File: src/pkg/rfa_regs.vh
// register offsets, field widths and reset values of the field-type demonstration bank
`ifndef RFA_REGS_VH
`define RFA_REGS_VH
`define RFA_DW 32
`define RFA_AW 12
`define RFA_OFF_RW 12'h000
`define RFA_OFF_RO 12'h004
`define RFA_OFF_RC 12'h008
`define RFA_OFF_RWC 12'h00c
`define RFA_OFF_RW1C 12'h010
`define RFA_OFF_W1C 12'h014
`define RFA_OFF_RW1S 12'h018
`define RFA_RST_RW 32'h0000_0000
`define RFA_RST_RO 32'h0000_0000
`define RFA_RST_STAT 32'h0000_0000
`define RFA_RST_RW1S 32'h0000_0000
`define RFA_RSVD_MASK_RW 32'hffff_ffff
`define RFA_WO_READ 32'h0000_0000
`endif

File: src/logic/rfa_field.v
// one register of configurable field type
`timescale 1ns/1ps
module rfa_field #(
  parameter integer DW = 32,
  parameter [2:0] KIND = 3'h0,
  parameter [DW-1:0] RST = {DW{1'b0}},
  parameter [DW-1:0] MASK = {DW{1'b1}}
) (
  clock,
  rst,
  wr,
  rd,
  wdata,
  hw_set,
  hw_val,
  value
);
  input wire clock;
  input wire rst;
  input wire wr;
  input wire rd;
  input wire [DW-1:0] wdata;
  input wire [DW-1:0] hw_set;
  input wire [DW-1:0] hw_val;
  output wire [DW-1:0] value;
  // kinds: 0 rw, 1 ro, 2 rc, 3 rwc, 4 rw1c, 5 w1c, 6 rw1s
  reg [DW-1:0] val_ff;
  reg [DW-1:0] nxt_val;
  always @* begin
    nxt_val = val_ff;
    case (KIND)
      3'h0: if (wr) nxt_val = wdata & MASK;
      3'h1: nxt_val = hw_val;
      3'h2: if (rd) nxt_val = {DW{1'b0}};
      3'h3: if (wr) nxt_val = {DW{1'b0}};
      3'h4: if (wr) nxt_val = val_ff & ~wdata;
      3'h5: if (wr) nxt_val = val_ff & ~wdata;
      3'h6: if (wr) nxt_val = val_ff | wdata;
      default: nxt_val = val_ff;
    endcase
    // hardware events win over a clear in the same cycle
    if (KIND >= 3'h2 && KIND <= 3'h5) nxt_val = nxt_val | hw_set;
  end
  always @(posedge clock) begin
    if (rst) val_ff <= RST;
    else val_ff <= nxt_val;
  end
  assign value = val_ff;
endmodule

File: src/logic/rfa_bank.v
// register bank showing each field access type behind a simple register port
`timescale 1ns/1ps
`include "rfa_regs.vh"
module rfa_bank #(
  parameter [`RFA_AW-1:0] BASE = 12'h000
) (
  clock,
  rst,
  reg_sel,
  reg_wr,
  reg_addr,
  reg_wdata,
  reg_rdata,
  reg_rvalid,
  reg_err,
  hw_status,
  hw_ro_val,
  ctrl_out,
  set_out
);
  input wire clock;
  input wire rst;
  input wire reg_sel;
  input wire reg_wr;
  input wire [`RFA_AW-1:0] reg_addr;
  input wire [`RFA_DW-1:0] reg_wdata;
  output reg [`RFA_DW-1:0] reg_rdata;
  output reg reg_rvalid;
  output reg reg_err;
  input wire [`RFA_DW-1:0] hw_status;
  input wire [`RFA_DW-1:0] hw_ro_val;
  output reg [`RFA_DW-1:0] ctrl_out;
  output reg [`RFA_DW-1:0] set_out;
  ////////////////////////////////////////////////////////////////////////////
  // address decode relative to the base
  function hit;
    input [`RFA_AW-1:0] addr;
    input [`RFA_AW-1:0] off;
    begin
      hit = (addr == BASE + off);
    end
  endfunction
  wire wr_en = reg_sel & reg_wr;
  wire rd_en = reg_sel & ~reg_wr;
  wire [6:0] sel;
  assign sel[0] = hit(reg_addr, `RFA_OFF_RW);
  assign sel[1] = hit(reg_addr, `RFA_OFF_RO);
  assign sel[2] = hit(reg_addr, `RFA_OFF_RC);
  assign sel[3] = hit(reg_addr, `RFA_OFF_RWC);
  assign sel[4] = hit(reg_addr, `RFA_OFF_RW1C);
  assign sel[5] = hit(reg_addr, `RFA_OFF_W1C);
  assign sel[6] = hit(reg_addr, `RFA_OFF_RW1S);
  ////////////////////////////////////////////////////////////////////////////
  // one register per field type
  wire [`RFA_DW*7-1:0] vals;
  genvar g;
  generate
    for (g = 0; g < 7; g = g + 1) begin : regs
      localparam integer GI = g;
      rfa_field #(
        .DW(`RFA_DW),
        .KIND(GI[2:0]),
        .RST(g == 6 ? `RFA_RST_RW1S : g == 0 ? `RFA_RST_RW : `RFA_RST_STAT),
        .MASK(`RFA_RSVD_MASK_RW)
      ) u_fld (
        .clock(clock),
        .rst(rst),
        .wr(wr_en & sel[g]),
        .rd(rd_en & sel[g]),
        .wdata(reg_wdata),
        .hw_set(hw_status),
        .hw_val(hw_ro_val),
        .value(vals[g*`RFA_DW +: `RFA_DW])
      );
    end
  endgenerate
  ////////////////////////////////////////////////////////////////////////////
  // read mux; read data is the value before any read side effect
  reg [`RFA_DW-1:0] nxt_rdata;
  reg nxt_err;
  integer i;
  always @* begin
    nxt_rdata = {`RFA_DW{1'b0}};
    nxt_err = reg_sel & ~(|sel);
    for (i = 0; i < 7; i = i + 1) begin
      if (sel[i] && i != 5) nxt_rdata = nxt_rdata | vals[i*`RFA_DW +: `RFA_DW];
    end
    if (sel[5]) nxt_rdata = `RFA_WO_READ;
  end
  always @(posedge clock) begin
    if (rst) begin
      reg_rdata <= {`RFA_DW{1'b0}};
      reg_rvalid <= 1'b0;
      reg_err <= 1'b0;
      ctrl_out <= `RFA_RST_RW;
      set_out <= `RFA_RST_RW1S;
    end else begin
      reg_rvalid <= reg_sel;
      reg_err <= nxt_err;
      reg_rdata <= rd_en ? nxt_rdata : {`RFA_DW{1'b0}};
      ctrl_out <= vals[0*`RFA_DW +: `RFA_DW];
      set_out <= vals[6*`RFA_DW +: `RFA_DW];
    end
  end
endmodule

File: config.mk
export PLATFORM = sky130hd
export DESIGN_NAME = rfa_bank
export DESIGN_NICKNAME = d
export VERILOG_FILES = /design/src/logic/rfa_field.v /design/src/logic/rfa_bank.v
export VERILOG_INCLUDE_DIRS = /design/src /design/src/pkg
export SDC_FILE = /design/constraint.sdc
export NUM_CORES = 1
export LEC_CHECK = 0
export ABC_AREA = 1
export BUFFER_PORTS_ARGS = -buffer_cell sky130_fd_sc_hd__buf_4
export CORE_MARGIN = 10
export CORE_UTILIZATION = 45
export CTS_BUF_LIST = sky130_fd_sc_hd__clkbuf_4 sky130_fd_sc_hd__clkbuf_8 sky130_fd_sc_hd__clkbuf_16
export DETAILED_ROUTE_END_ITERATION = 8
export PLACE_DENSITY = 0.73
export SLEW_MARGIN = 20
export SYNTH_ARGS = -nofsm -noshare
export SYNTH_HDL_FRONTEND = slang
export SYNTH_HIERARCHICAL = 1
export SYNTH_SLANG_ARGS = --single-unit
File: constraint.sdc
create_clock -name clock -period 5.2 [get_ports clock]
set_input_delay 0.78 -clock clock [delete_from_list [all_inputs] [get_ports clock]]
set_output_delay 0.78 -clock clock [all_outputs]
set_load 0.02 [all_outputs]
* Word-level counts from Yosys, hierarchy flattened
Cells that the tools add are included.
Word-level totals: register bits after elaboration 290, input port bits 112, output and inout port bits 98, word-level logic and storage cells 51
Cells by class: equal/unequal tests 6, mux-type cells 9, bitwise operators 22, reductions and logical operators 3
Operator list (count):
- $mux W32 | 9
- $or A32 B32 Y32 | 9
- $eq A12 B5 Y1 const B | 3
- $and A32 B32 Y32 | 1
- $not A32 Y32 | 1
- $eq A12 B4 Y1 const B | 2
- $eq A12 B3 Y1 const B | 1
- $logic_not A12 Y1 | 1
- $and A1 B1 Y1 | 8
- $reduce_or A7 Y1 | 1
- $not A1 Y1 | 3
- $reduce_or A3 Y1 | 1

* Depth between registers and ports, before layout
Gate-level depths: netlist of the first run.
depth in word-level cells 12, mapped depth 12, gate-level depth less buffers 9

* Modules after synthesis
Netlist of the first run, hierarchy kept.
By module, submodules not included:
- rfa_bank | instances 1, cells each 714, area an instance 4780.8 um2, sequential area each 1961.9 um2
- rfa_field at regs[2].u_fld ... | instances 2, cells each 135, area an instance 1213.7 um2, sequential area each 640.6 um2
- rfa_field at regs[0].u_fld | instances 1, cells each 203, area an instance 1338.8 um2, sequential area each 640.6 um2
- rfa_field at regs[4].u_fld | instances 1, cells each 166, area an instance 1232.4 um2, sequential area each 640.6 um2
- rfa_field at regs[6].u_fld | instances 1, cells each 134, area an instance 1202.4 um2, sequential area each 640.6 um2
- rfa_field at regs[1].u_fld | instances 1, cells each 99, area an instance 914.6 um2, sequential area each 640.6 um2

* Worst setup path after synthesis of the first run
OpenSTA, ideal clock, no wires.
path kind input -> register, start input reg_addr[11], end register regs[4].u_fld.val_ff[10], setup time 0.120 ns, arrival time 2.129 ns, data required time 5.080 ns, slack 2.952 ns, cell stages on the path 11, buffers on the path 3, path through nor2_1 nand2_1 nor2_2 buf_4 buf_4 nand2_1 nor2_1 buf_6 nand2_1 nand2_1 a21oi_2
Between the ends: word-level cells in the longest chain between the ends 4
Ends and longest elaborated chain:
- start, declared | RTL line rfa_bank.v:25 | input wire [`RFA_AW-1:0] reg_addr;
- $eq A12 B5 Y1 | RTL line rfa_bank.v:40 | hit = (addr == BASE + off);
- $and A1 B1 Y1 | RTL line rfa_bank.v:68 | .wr(wr_en & sel[g]),
- $mux W32 | RTL line rfa_field.v:36 | 3'h4: if (wr) nxt_val = val_ff & ~wdata;
- $or A32 B32 Y32 | RTL line rfa_field.v:42 | if (KIND >= 3'h2 && KIND <= 3'h5) nxt_val = nxt_val | hw_set;
- end signal, assigned | RTL line rfa_field.v:46 | else val_ff <= nxt_val;
- end, declared | RTL line rfa_field.v:27 | reg [DW-1:0] val_ff;
No other way between the ends. A chain may end at the register's enable or synchronous reset.

* Worst setup path in the final report of the first run
start input reg_addr[11], end register regs[0].u_fld.val_ff[10]
Between the ends: word-level cells in the longest chain between the ends 2
Ends and longest elaborated chain (RTL line):
- $logic_not A12 Y1 | rfa_bank.v:40
- $and A1 B1 Y1 | rfa_bank.v:68
- end signal, assigned | rfa_field.v:46
- end, declared | rfa_field.v:27
No other way between the ends.

==> results of run 1 <==
final cells by class:
cell class                      count  area, um^2
Tap cell                          335       419.2
Sequential cell                   290        5806
Clock buffer                       45       908.4
Multi-Input combinational cell    903        4387
Fill cell                        2416       11640
Inverter                          297        1115
Clock inverter                      7       60.06
Timing Repair Buffer              219        1652
sequential cells by signal, indices dropped and copies added, names as in the netlist:
register / count
regs.u_fld/value: 192
ctrl_out: 32
reg_rvalid: 1
reg_rdata: 32
reg_err: 1
set_out: 32
metrics by stage:
step	hold slack (ns)	util, %
3_5_place_dp	0.4280	51.48
4_1_cts	0.4218	55.21
2_1_floorplan	0.4168	-
6_report	0.4375	55.21
5_1_grt	0.4429	55.21
3_3_place_gp	0.4269	51.48
worst paths after layout:
check	slack [ns]	end	depth (start not counted)	start
hold / removal	0.44	set_out[21]$_SDFF_PP0_	2	regs[6].u_fld/value[21]$_SDFFE_PP0P_
hold reg to reg	0.44	set_out[21]$_SDFF_PP0_	2	regs[6].u_fld/value[21]$_SDFFE_PP0P_
setup / recovery	2.15	regs[0].u_fld/value[10]$_SDFFE_PP0P_	10	reg_addr[11]
setup reg to reg	4.34	reg_rdata[19]$_SDFF_PP0_	4	regs[2].u_fld/value[19]$_SDFF_PP0_
per-layer routing:
metal  share of wire, %  global-route usage (%)  vias to the layer above
met5                  0                       0                        -
met2                 48                   31.74                      355
li1                   -                       -                     5068
met3                7.0                   3.600                       40
met1                 43                   23.30                     4671
met4                1.6                   4.295                        0
cell usage in the layout, fill, tap and decap left out, types with 10 or more instances in the layout:
master and n:
clkbuf_16 29, dfxtp_1 290, nand2_1 335, clkbuf_8 10, a21oi_1 33, nand3_1 192, buf_4 218, nor2_1 202
inv_1 293, a21oi_2 127
critical path, cell delays in order:
cell     delay, ns
buf_4         0.11
nor2_1        0.10
nand2_1       0.14
nor2_4        0.67
nand2_1       0.23
nor2_4        0.70
buf_4         0.49
nand2_1       0.12
nand2_1       0.08
nor2_1        0.04
report_power, final:
| part | switching, mW | leakage (nW) | internal (mW) |
|---|---|---|---|
| Clock | 0.843 | 0.494 | 1.24 |
| Sequential | 0.0316 | 2.38 | 2.29 |
| Combinational | 0.159 | 3.80 | 0.112 |
| Total | 1.03 | 6.67 | 3.64 |
==> impl_results.md, run 1 <==
- Status: complete, no violations
- Ys Warns: 6
- Die extent in y: 182.4 um
- Post-layout min period: 3.049 ns
- Number of I/O pins: 210
- Area delta synth->final: 20.86%
- Nets: 1,852
- Die area: 33,280 um^2
- LEAKAGE: roughly 6.7 nW
- Pre-CTS WS: between 1.5 and 2 ns
- # resized after CTS: 0
- Worst hold path class: flip-flop to flip-flop
- Worst-margin pin slew: 1.110 ns
- Die Wd: 182.4 um
- Layout Skew: between 0.006 and 0.007 ns
- Post-Syn Area: 11,870 um^2
- Total track usage: 18.46%
- Placed cell area: 13,380 um^2
- Unrepaired setup endpoints after global routing: false
- Vias post-DR: 10,134
- DRC Markers: 0
- GR Overflow Total: 0
- Vias in the first global route: 9,975
- Placed Instances: 2,044
- Initial antenna violation count: 0
- Initial core utilization: 45.68%
- Setup TNS Final: 0 ns
- Setup ws final: 2.151 ns
- Worst Path Arrival: approximately 3.5 ns
- Cell area after layout: 14,350 um^2
- Antenna violation net count after detailed routing: 0
- Fmax: between 300 and 400 MHz
- Synth Instances: 1,579
- Layout cells sized above 1: 23.45%
- Final setup violation count: 0
- Core area: 25,980 um^2
- Final count of hold timing violations: 0
- CTS clk-pin slew, worst paths: 0.06 ns
- Number of buffers inserted by hold repair at cts: 0
- CP startpoint kind: input port
- Slew headroom: 26.03%
- H-tree levels: 1
- Max Slew Vio Count: 0
- Finished Layout Cells: 2,096
- Clock root cell: clkbuf_16
- Clock Sink Count: 290
- CTS max path bufs: 3
- Port Buffers: between 200 and 250
- GP Congestion: 0.7663
- TritonCTS clock tree: yes
- WL/cell: approximately 15 um
- Synth Net Count: between 1,500 and 2,000
- Pwr dens: 326.0 nW/um^2
- Avg Inst Size Synth: approximately 7.5 um^2
- DP HPWL: 20,070 um
- Worst-path fanout max: 34
- Crit Path Class: input port to flip-flop
- Postcts setup bufs: 0
- DR iter-0 viols: 748
- Core Rows: 59
- Max_cap viols: 0
- Design Power: 4.676 mW
- Total Wirelength: about 32,000 um
- Setup crit end kind: flip-flop
- DRT Pass-1 Iters: 6
- Pin count of the biggest net entering global routing: 100
- Worst EP required: 5.63 ns
- Global-route wire length before repair: 51,230 um
- ANT cells: 0
- Routed vias/inst: 4.835
- Cts bufs inserted: 29
- Clock latency on the worst-skew pair: approximately 0.54 ns
- Period utilization: 58.63%
- VDD IR max: 0.2303 mV
(Power assumes the default switching activity.)
==> run 2: changes to the inputs <==
ABC_AREA = 0   (was 1)
PLACE_DENSITY = 0.74   (was 0.73)
clock period = 3.1 ns   (was 5.2 ns; I/O delays follow)
==> impl_results.md, run 2 <==
- Status: complete, no violations
- Max Slew Vio Count: 0 (unchanged)
- Initial antenna violation count: 1 (+1)
- # resized after CTS: 0 (unchanged)
- Area delta synth->final: 27.69%
- Total Wirelength: 31,250 um (-2.1%)
- H-tree levels: 1 (unchanged)
- VDD IR max: 0.4156 mV (+80%)
- Slew headroom: 56.89% (+31 points)
- Final count of hold timing violations: 0 (unchanged)
- CP startpoint kind: input port
- R2R depth: 3 (-1)
- Die extent in y: 175.2 um (-4.0%)
- DP HPWL: 20,860 um (+3.9%)
- TritonCTS clock tree: yes
- Core Rows: 56 (-5.1%)
- Total track usage: 19.39% (+0.93 points)
- DR iter-0 viols: 636 (-15%)
- Vias in the first global route: 8,454 (-15%)
- Reg-to-Reg End: reg_rdata[29]$_SDFF_PP0_
- Initial core utilization: 45.88% (+0.20 points)
- Final Util: 58.59% (+3.4 points)
- Period utilization: between 50% and 60%
- GP Congestion: 0.7976 (+4.1%)
- Post-Syn Area: 10,830 um^2 (-8.7%)
- Synth Net Count: 1,212 (-28%)
- Global-route wire length before repair: 47,510 um (-7.3%)
- WHS Path Cells: 2 (unchanged)
- Postcts setup bufs: 0 (unchanged)
- Nets: 1,413 (-24%)
- Fmax: 539.1 MHz
- Most common cell after layout, fill and taps aside: dfxtp_1
- Die Wd: 175.2 um (-4.0%)
- Port Buffers: 209 (unchanged)
- Setup crit end kind: flip-flop
- Finished Layout Cells: 1,644 (-22%)
- CTS clk-pin slew, worst paths: 0.06 ns (about the same)
- Clock latency on the worst-skew pair: 0.55 ns (about the same)
- Post-layout min period: 1.855 ns
- Placed Instances: 1,588 (-22%)
- Max reg flops: 192 (unchanged)
- Unrepaired setup endpoints after global routing: false
- Setup TNS Final: 0 ns (unchanged)
- Routed vias/inst: 5.142 (+6.3%)
- Die area: 30,680 um^2 (-7.8%)
- ANT cells: 0 (unchanged)
- Worst hold start: hw_ro_val[3]
- DRT Pass-1 Iters: 5 (-1)
- Synth Instances: 1,100 (-30%)
- Number of I/O pins: 210 (unchanged)
- Worst hold path class: input port to flip-flop
- Layout Skew: 0.007164 ns (+0.0002736 ns)
- Avg Inst Size Synth: 9.849 um^2 (+31%)
- Core area: 23,610 um^2 (-9.1%)
- Layout cells sized above 1: 27.17% (+3.7 points)
- Antenna violation net count after detailed routing: 0 (unchanged)
- Ys Warns: 6 (unchanged)
- Clock root cell: clkbuf_16
- CTS max path bufs: 3 (unchanged)
- DRC Markers: 0 (unchanged)
- Most frequent cells in the layout: dfxtp_1 (290), buf_4 (235), nor2_1 (115)
- R2R setup slack: 1.94 ns (-2.40 ns)
- Final setup violation count: 0 (unchanged)
- Worst EP required: 3.51 ns (-2.12 ns)
- Clock Sink Count: 290 (unchanged)
- Pin count of the biggest net entering global routing: 129 (+29%)
- Worst-margin pin slew: 0.6466 ns (-0.4629 ns)
- Vias post-DR: 8,453 (-17%)
- LEAKAGE: 5.964 nW (-11%)
- Worst Path Arrival: 2.26 ns (-1.22 ns)
- Number of buffers inserted by hold repair at cts: 0 (unchanged)
- WHS Endpoint: regs[1].u_fld/value[3]$_SDFF_PP0_
- Max_cap viols: 0 (unchanged)
- Worst-path fanout max: 24 (-29%)
- Cts bufs inserted: 30 (+3.4%)
- GR Overflow Total: 0 (unchanged)
- WL/cell: 19.01 um (+25%)
- Pwr dens: 606.0 nW/um^2 (+86%)
- Crit Path Class: input port to flip-flop
- Worst r2r src: regs[6].u_fld/value[29]$_SDFFE_PP0P_
run 2: final cells by class:
type / instances / area [um^2]
inverter: 97 / 364.1
timing repair buffer: 239 / 1838
multi-input combinational: 643 / 4299
sequential: 290 / 5806
tap: 319 / 399.1
clock inverter: 13 / 200.2
fill: 2048 / 9778
clock buffer: 43 / 928.4
run 2: worst max-delay path by stage:
stage	end	cells after the start	slack, ns	from
finish	regs[2].u_fld/value[12]$_SDFF_PP0_	8	1.25	reg_addr[1]
global route	regs[2].u_fld/value[21]$_SDFF_PP0_	9	1.07	reg_addr[9]
CTS	regs[2].u_fld/value[21]$_SDFF_PP0_	8	1.26	reg_addr[1]
detailed placement	regs[2].u_fld/value[21]$_SDFF_PP0_	8	0.69	reg_addr[1]
global placement	regs[2].u_fld/value[18]$_SDFF_PP0_	9	0.81	reg_addr[9]
floorplan	regs[6].u_fld/value[0]$_SDFFE_PP0P_	8	0.91	reg_addr[7]
run 2: power breakdown:
group          switching [mW]  internal [mW]  total, mW
clock network            1.48           2.49       3.97
logic                   0.277          0.243      0.520
registers              0.0511           3.84       3.89
total                    1.81           6.58       8.38
run 2: stage by stage:
step / hold WS [ns] / power, mW / cell area (um^2) / setup slack (ns)
6_report: 0.1238 / 8.383 / 13830 / 1.245
5_1_grt: 0.1177 / 8.643 / 13830 / 1.067
4_1_cts: 0.1104 / 8.441 / 13830 / 1.262
3_5_place_dp: 0.4588 / 4.488 / 12710 / 0.6949
3_3_place_gp: 0.4538 / 4.473 / 12710 / 0.8141
2_1_floorplan: 0.4407 / 4.247 / 10830 / 0.9120
run 2: metal layers:
layer | track usage, % | wire length, um | share of wire (%) | up-vias
met1 | 24.06 | 13210 | 42 | 4010
met3 | 4.505 | 2414 | 7.7 | 53
met4 | 5.934 | 816 | 2.6 | 0
li1 | - | - | - | 4087
met5 | 0 | 0 | 0 | -
met2 | 32.69 | 14810 | 47 | 303
run 2: worst max-delay path, cell delays in order:
cell and delay [ns]:
buf_4 0.11, nor3_1 0.45, and3_1 0.37, nand2_1 0.16, nor3_2 0.17, buf_4 0.31, nand2b_1 0.15, a21oi_1 0.07
==> run 3: changes to the inputs <==
clock period = 1.8 ns   (was 3.1 ns; I/O delays follow)
==> impl_results.md, run 3 (synthesis results as in run 2) <==
- Cell family with most CP delay: simple AND/OR/NAND/NOR gates
- Fmax: 583.3 MHz
- CTS clk-pin slew, worst paths: 0.06 ns (about the same)
- Total track usage: 20.72% (+1.3 points)
- Worst hold path class: input port to flip-flop
- Number of I/O pins: 210 (unchanged)
- Design Power: 14.71 mW (+76%)
- Antenna violation net count after detailed routing: 0 (unchanged)
- Nets: 1,540 (+9.0%)
- Placed cell area: 13,050 um^2 (+2.7%)
- R2R depth: 4 (+1)
- Cell area after layout: 15,120 um^2 (+9.3%)
- DR iter-0 viols: 673 (+5.8%)
- Cts bufs inserted: 29 (-3.3%)
- Clock Sink Count: 290 (unchanged)
- Post-layout min period: 1.715 ns
- CP startpoint kind: input port
- Max reg flops: 192 (unchanged)
- Unrepaired setup endpoints after global routing: false
- Worst EP required: 2.22 ns (-1.29 ns)
- Max_cap viols: 0 (unchanged)
- H-tree levels: 1 (unchanged)
- Clock group share of total power: 46.8% (-0.6 points)
- DP HPWL: 21,870 um (+4.8%)
- CP dominant cell by count: buf_4
- Flop pwr share: 45.6% (-0.8 points)
- Initial antenna violation count: 1 (unchanged)
- Routed vias/inst: 5.118 (-0.47%)
- Initial core utilization: 45.88% (unchanged)
- GR Overflow Total: 0 (unchanged)
- Worst-path fanout max: 16 (-33%)
- Layout cells sized above 1: 26.90% (-0.27 points)
- Core area: 23,610 um^2 (unchanged)
- Pre-CTS WS: -0.3980 ns (-1.093 ns)
- VDD IR max: 0.6353 mV (+53%)
- Crit. path cell count: 9 (+1)
- DRC Markers: 0 (unchanged)
- Setup ws final: 0.08549 ns (-1.160 ns)
- WHS Path Cells: 2 (unchanged)
- Max Slew Vio Count: 0 (unchanged)
- Max incr delay on CP: 0.51 ns (+0.06 ns)
- Final setup violation count: 0 (unchanged)
- GP Congestion: 0.8927 (+12%)
- Worst path slowest cell: nor4_1
- Crit Path Class: input port to flip-flop
- Die area: 30,680 um^2 (unchanged)
- Global-route wire length before repair: 51,160 um (+7.7%)
- Clock latency on the worst-skew pair: 0.55 ns (about the same)
- CTS max path bufs: 3 (unchanged)
- Most frequent cells in the layout: dfxtp_1 (290), buf_4 (260), nor2_1 (115)
- Pint: 11.57 mW (+76%)
- Fill count: 1,861 (-9.1%)
- Layout Skew: 0.009332 ns (+0.002168 ns)
- Period utilization: 95.25%
- Slew headroom: 63.67% (+6.8 points)
- Most common cell after layout, fill and taps aside: dfxtp_1
- Setup crit end kind: flip-flop
- Gate power share: 7.7% (+1.5 points)
- Core Rows: 56 (unchanged)
- Vias post-DR: 9,058 (+7.2%)
- Crit-path cells: buf_4 > nor4_1 > buf_4 > and3_1 > nand2_1 > nor3_2 > buf_4 > nand2b_1 > a21oi_1
- WL/cell: 18.94 um (-0.36%)
- Worst-margin pin slew: 0.5399 ns (-0.1067 ns)
- DRT Pass-1 Iters: 5 (unchanged)
- Port Buffers: 209 (unchanged)
- Total Wirelength: 33,520 um (+7.3%)
- LEAKAGE: 6.533 nW (+9.5%)
- Final count of hold timing violations: 0 (unchanged)
- WP buf/inv: 3 (+1)
- Status: complete, no violations
- Area delta synth->final: 39.54%
- Pwr dens: 973.3 nW/um^2 (+61%)
- Die Wd: 175.2 um (unchanged)
- Vias in the first global route: 9,283 (+9.8%)
- Die extent in y: 175.2 um (unchanged)
- TritonCTS clock tree: yes
- Worst Path Arrival: 2.14 ns (-0.12 ns)
- P_sw: 3.143 mW (+74%)
- Switching share of power: 21.36% (-0.19 points)
- Clock root cell: clkbuf_16
- Setup TNS Final: 0 ns (unchanged)
- Pin count of the biggest net entering global routing: 79 (-39%)
run 3: changes by cell type in the layout (fill, tap and decap cells not counted), moves of 2 or more:
cell,change
clkbuf_8,-5
clkbuf_4,+2
dlygate4sd3_1,+96
buf_4,+25
buf_12,+7
bufinv_16,+3
clkbuf_16,-2
run 3: repair_timing:
item                                    CTS  global route
hold endpoints to repair                186             0
setup buffers                             0             0
resized for setup                         0             0
endpoints found under the setup margin    0             0
hold buffers                             96             0
run 3: worst register-to-register path: cells and delay by family (launching register included):
family / cells / cell delay, ns
AO/OA/AOI/OAI: 2 / 0.38
flip-flops: 1 / 0.33
multiplexers: 1 / 0.27
AND/OR/NAND/NOR: 1 / 0.09
run 3: through the flow:
step                util [%]  instances  hold WS [ns]
finish                 64.03       1770       0.07380
global route           64.03       1770       0.05173
CTS                    64.02       1769       0.05791
detailed placement     55.25       1620        0.4605
global placement       55.25       1620        0.4540
floorplan                  -       1100        0.3391
run 3: final timing paths:
| check | from | to | slack [ns] |
|---|---|---|---|
| worst max-delay path | reg_addr[9] | regs[2].u_fld/value[19]$_SDFF_PP0_ | 0.09 |
| worst min-delay path | reg_sel | reg_rvalid$_SDFF_PP0_ | 0.07 |
| worst max register to register | regs[6].u_fld/value[6]$_SDFFE_PP0P_ | reg_rdata[6]$_SDFF_PP0_ | 0.62 |
| worst min register to register | regs[3].u_fld/value[11]$_SDFF_PP0_ | regs[3].u_fld/value[11]$_SDFF_PP0_ | 0.47 |
run 3: routing by layer:
| layer | share of wire [%] | routed length (um) | vias to the layer above | GRT usage [%] |
|---|---|---|---|---|
| li1 | - | - | 4351 | - |
| met5 | 0 | 0 | - | 0 |
| met1 | 41 | 13750 | 4324 | 24.44 |
| met3 | 6.3 | 2109 | 69 | 4.117 |
| met2 | 49 | 16500 | 314 | 36.10 |
| met4 | 3.5 | 1171 | 0 | 8.301 |
run 3: power groups by stage:
stage	registers (mW)	clock network, mW	logic [mW]
3_5_place_dp	6.84	0	0.936
4_1_cts	6.70	6.99	1.12
2_1_floorplan	6.82	0	0.501
5_1_grt	6.72	7.27	1.22
6_report	6.70	6.88	1.13
3_3_place_gp	6.83	0	0.920
run 3: final cells by class:
| cell class | count | area [um^2] | area share [%] |
|---|---|---|---|
| sequential | 290 | 5806 | 38.40 |
| tap | 319 | 399.1 | 2.640 |
| clock buffer | 38 | 824.5 | 5.454 |
| multi-input combinational | 643 | 4312 | 28.52 |
| clock inverter | 15 | 284.0 | 1.879 |
| timing repair buffer | 367 | 3127 | 20.68 |
| antenna | 1 | 2.502 | 0.01655 |
| inverter | 97 | 364.1 | 2.408 |
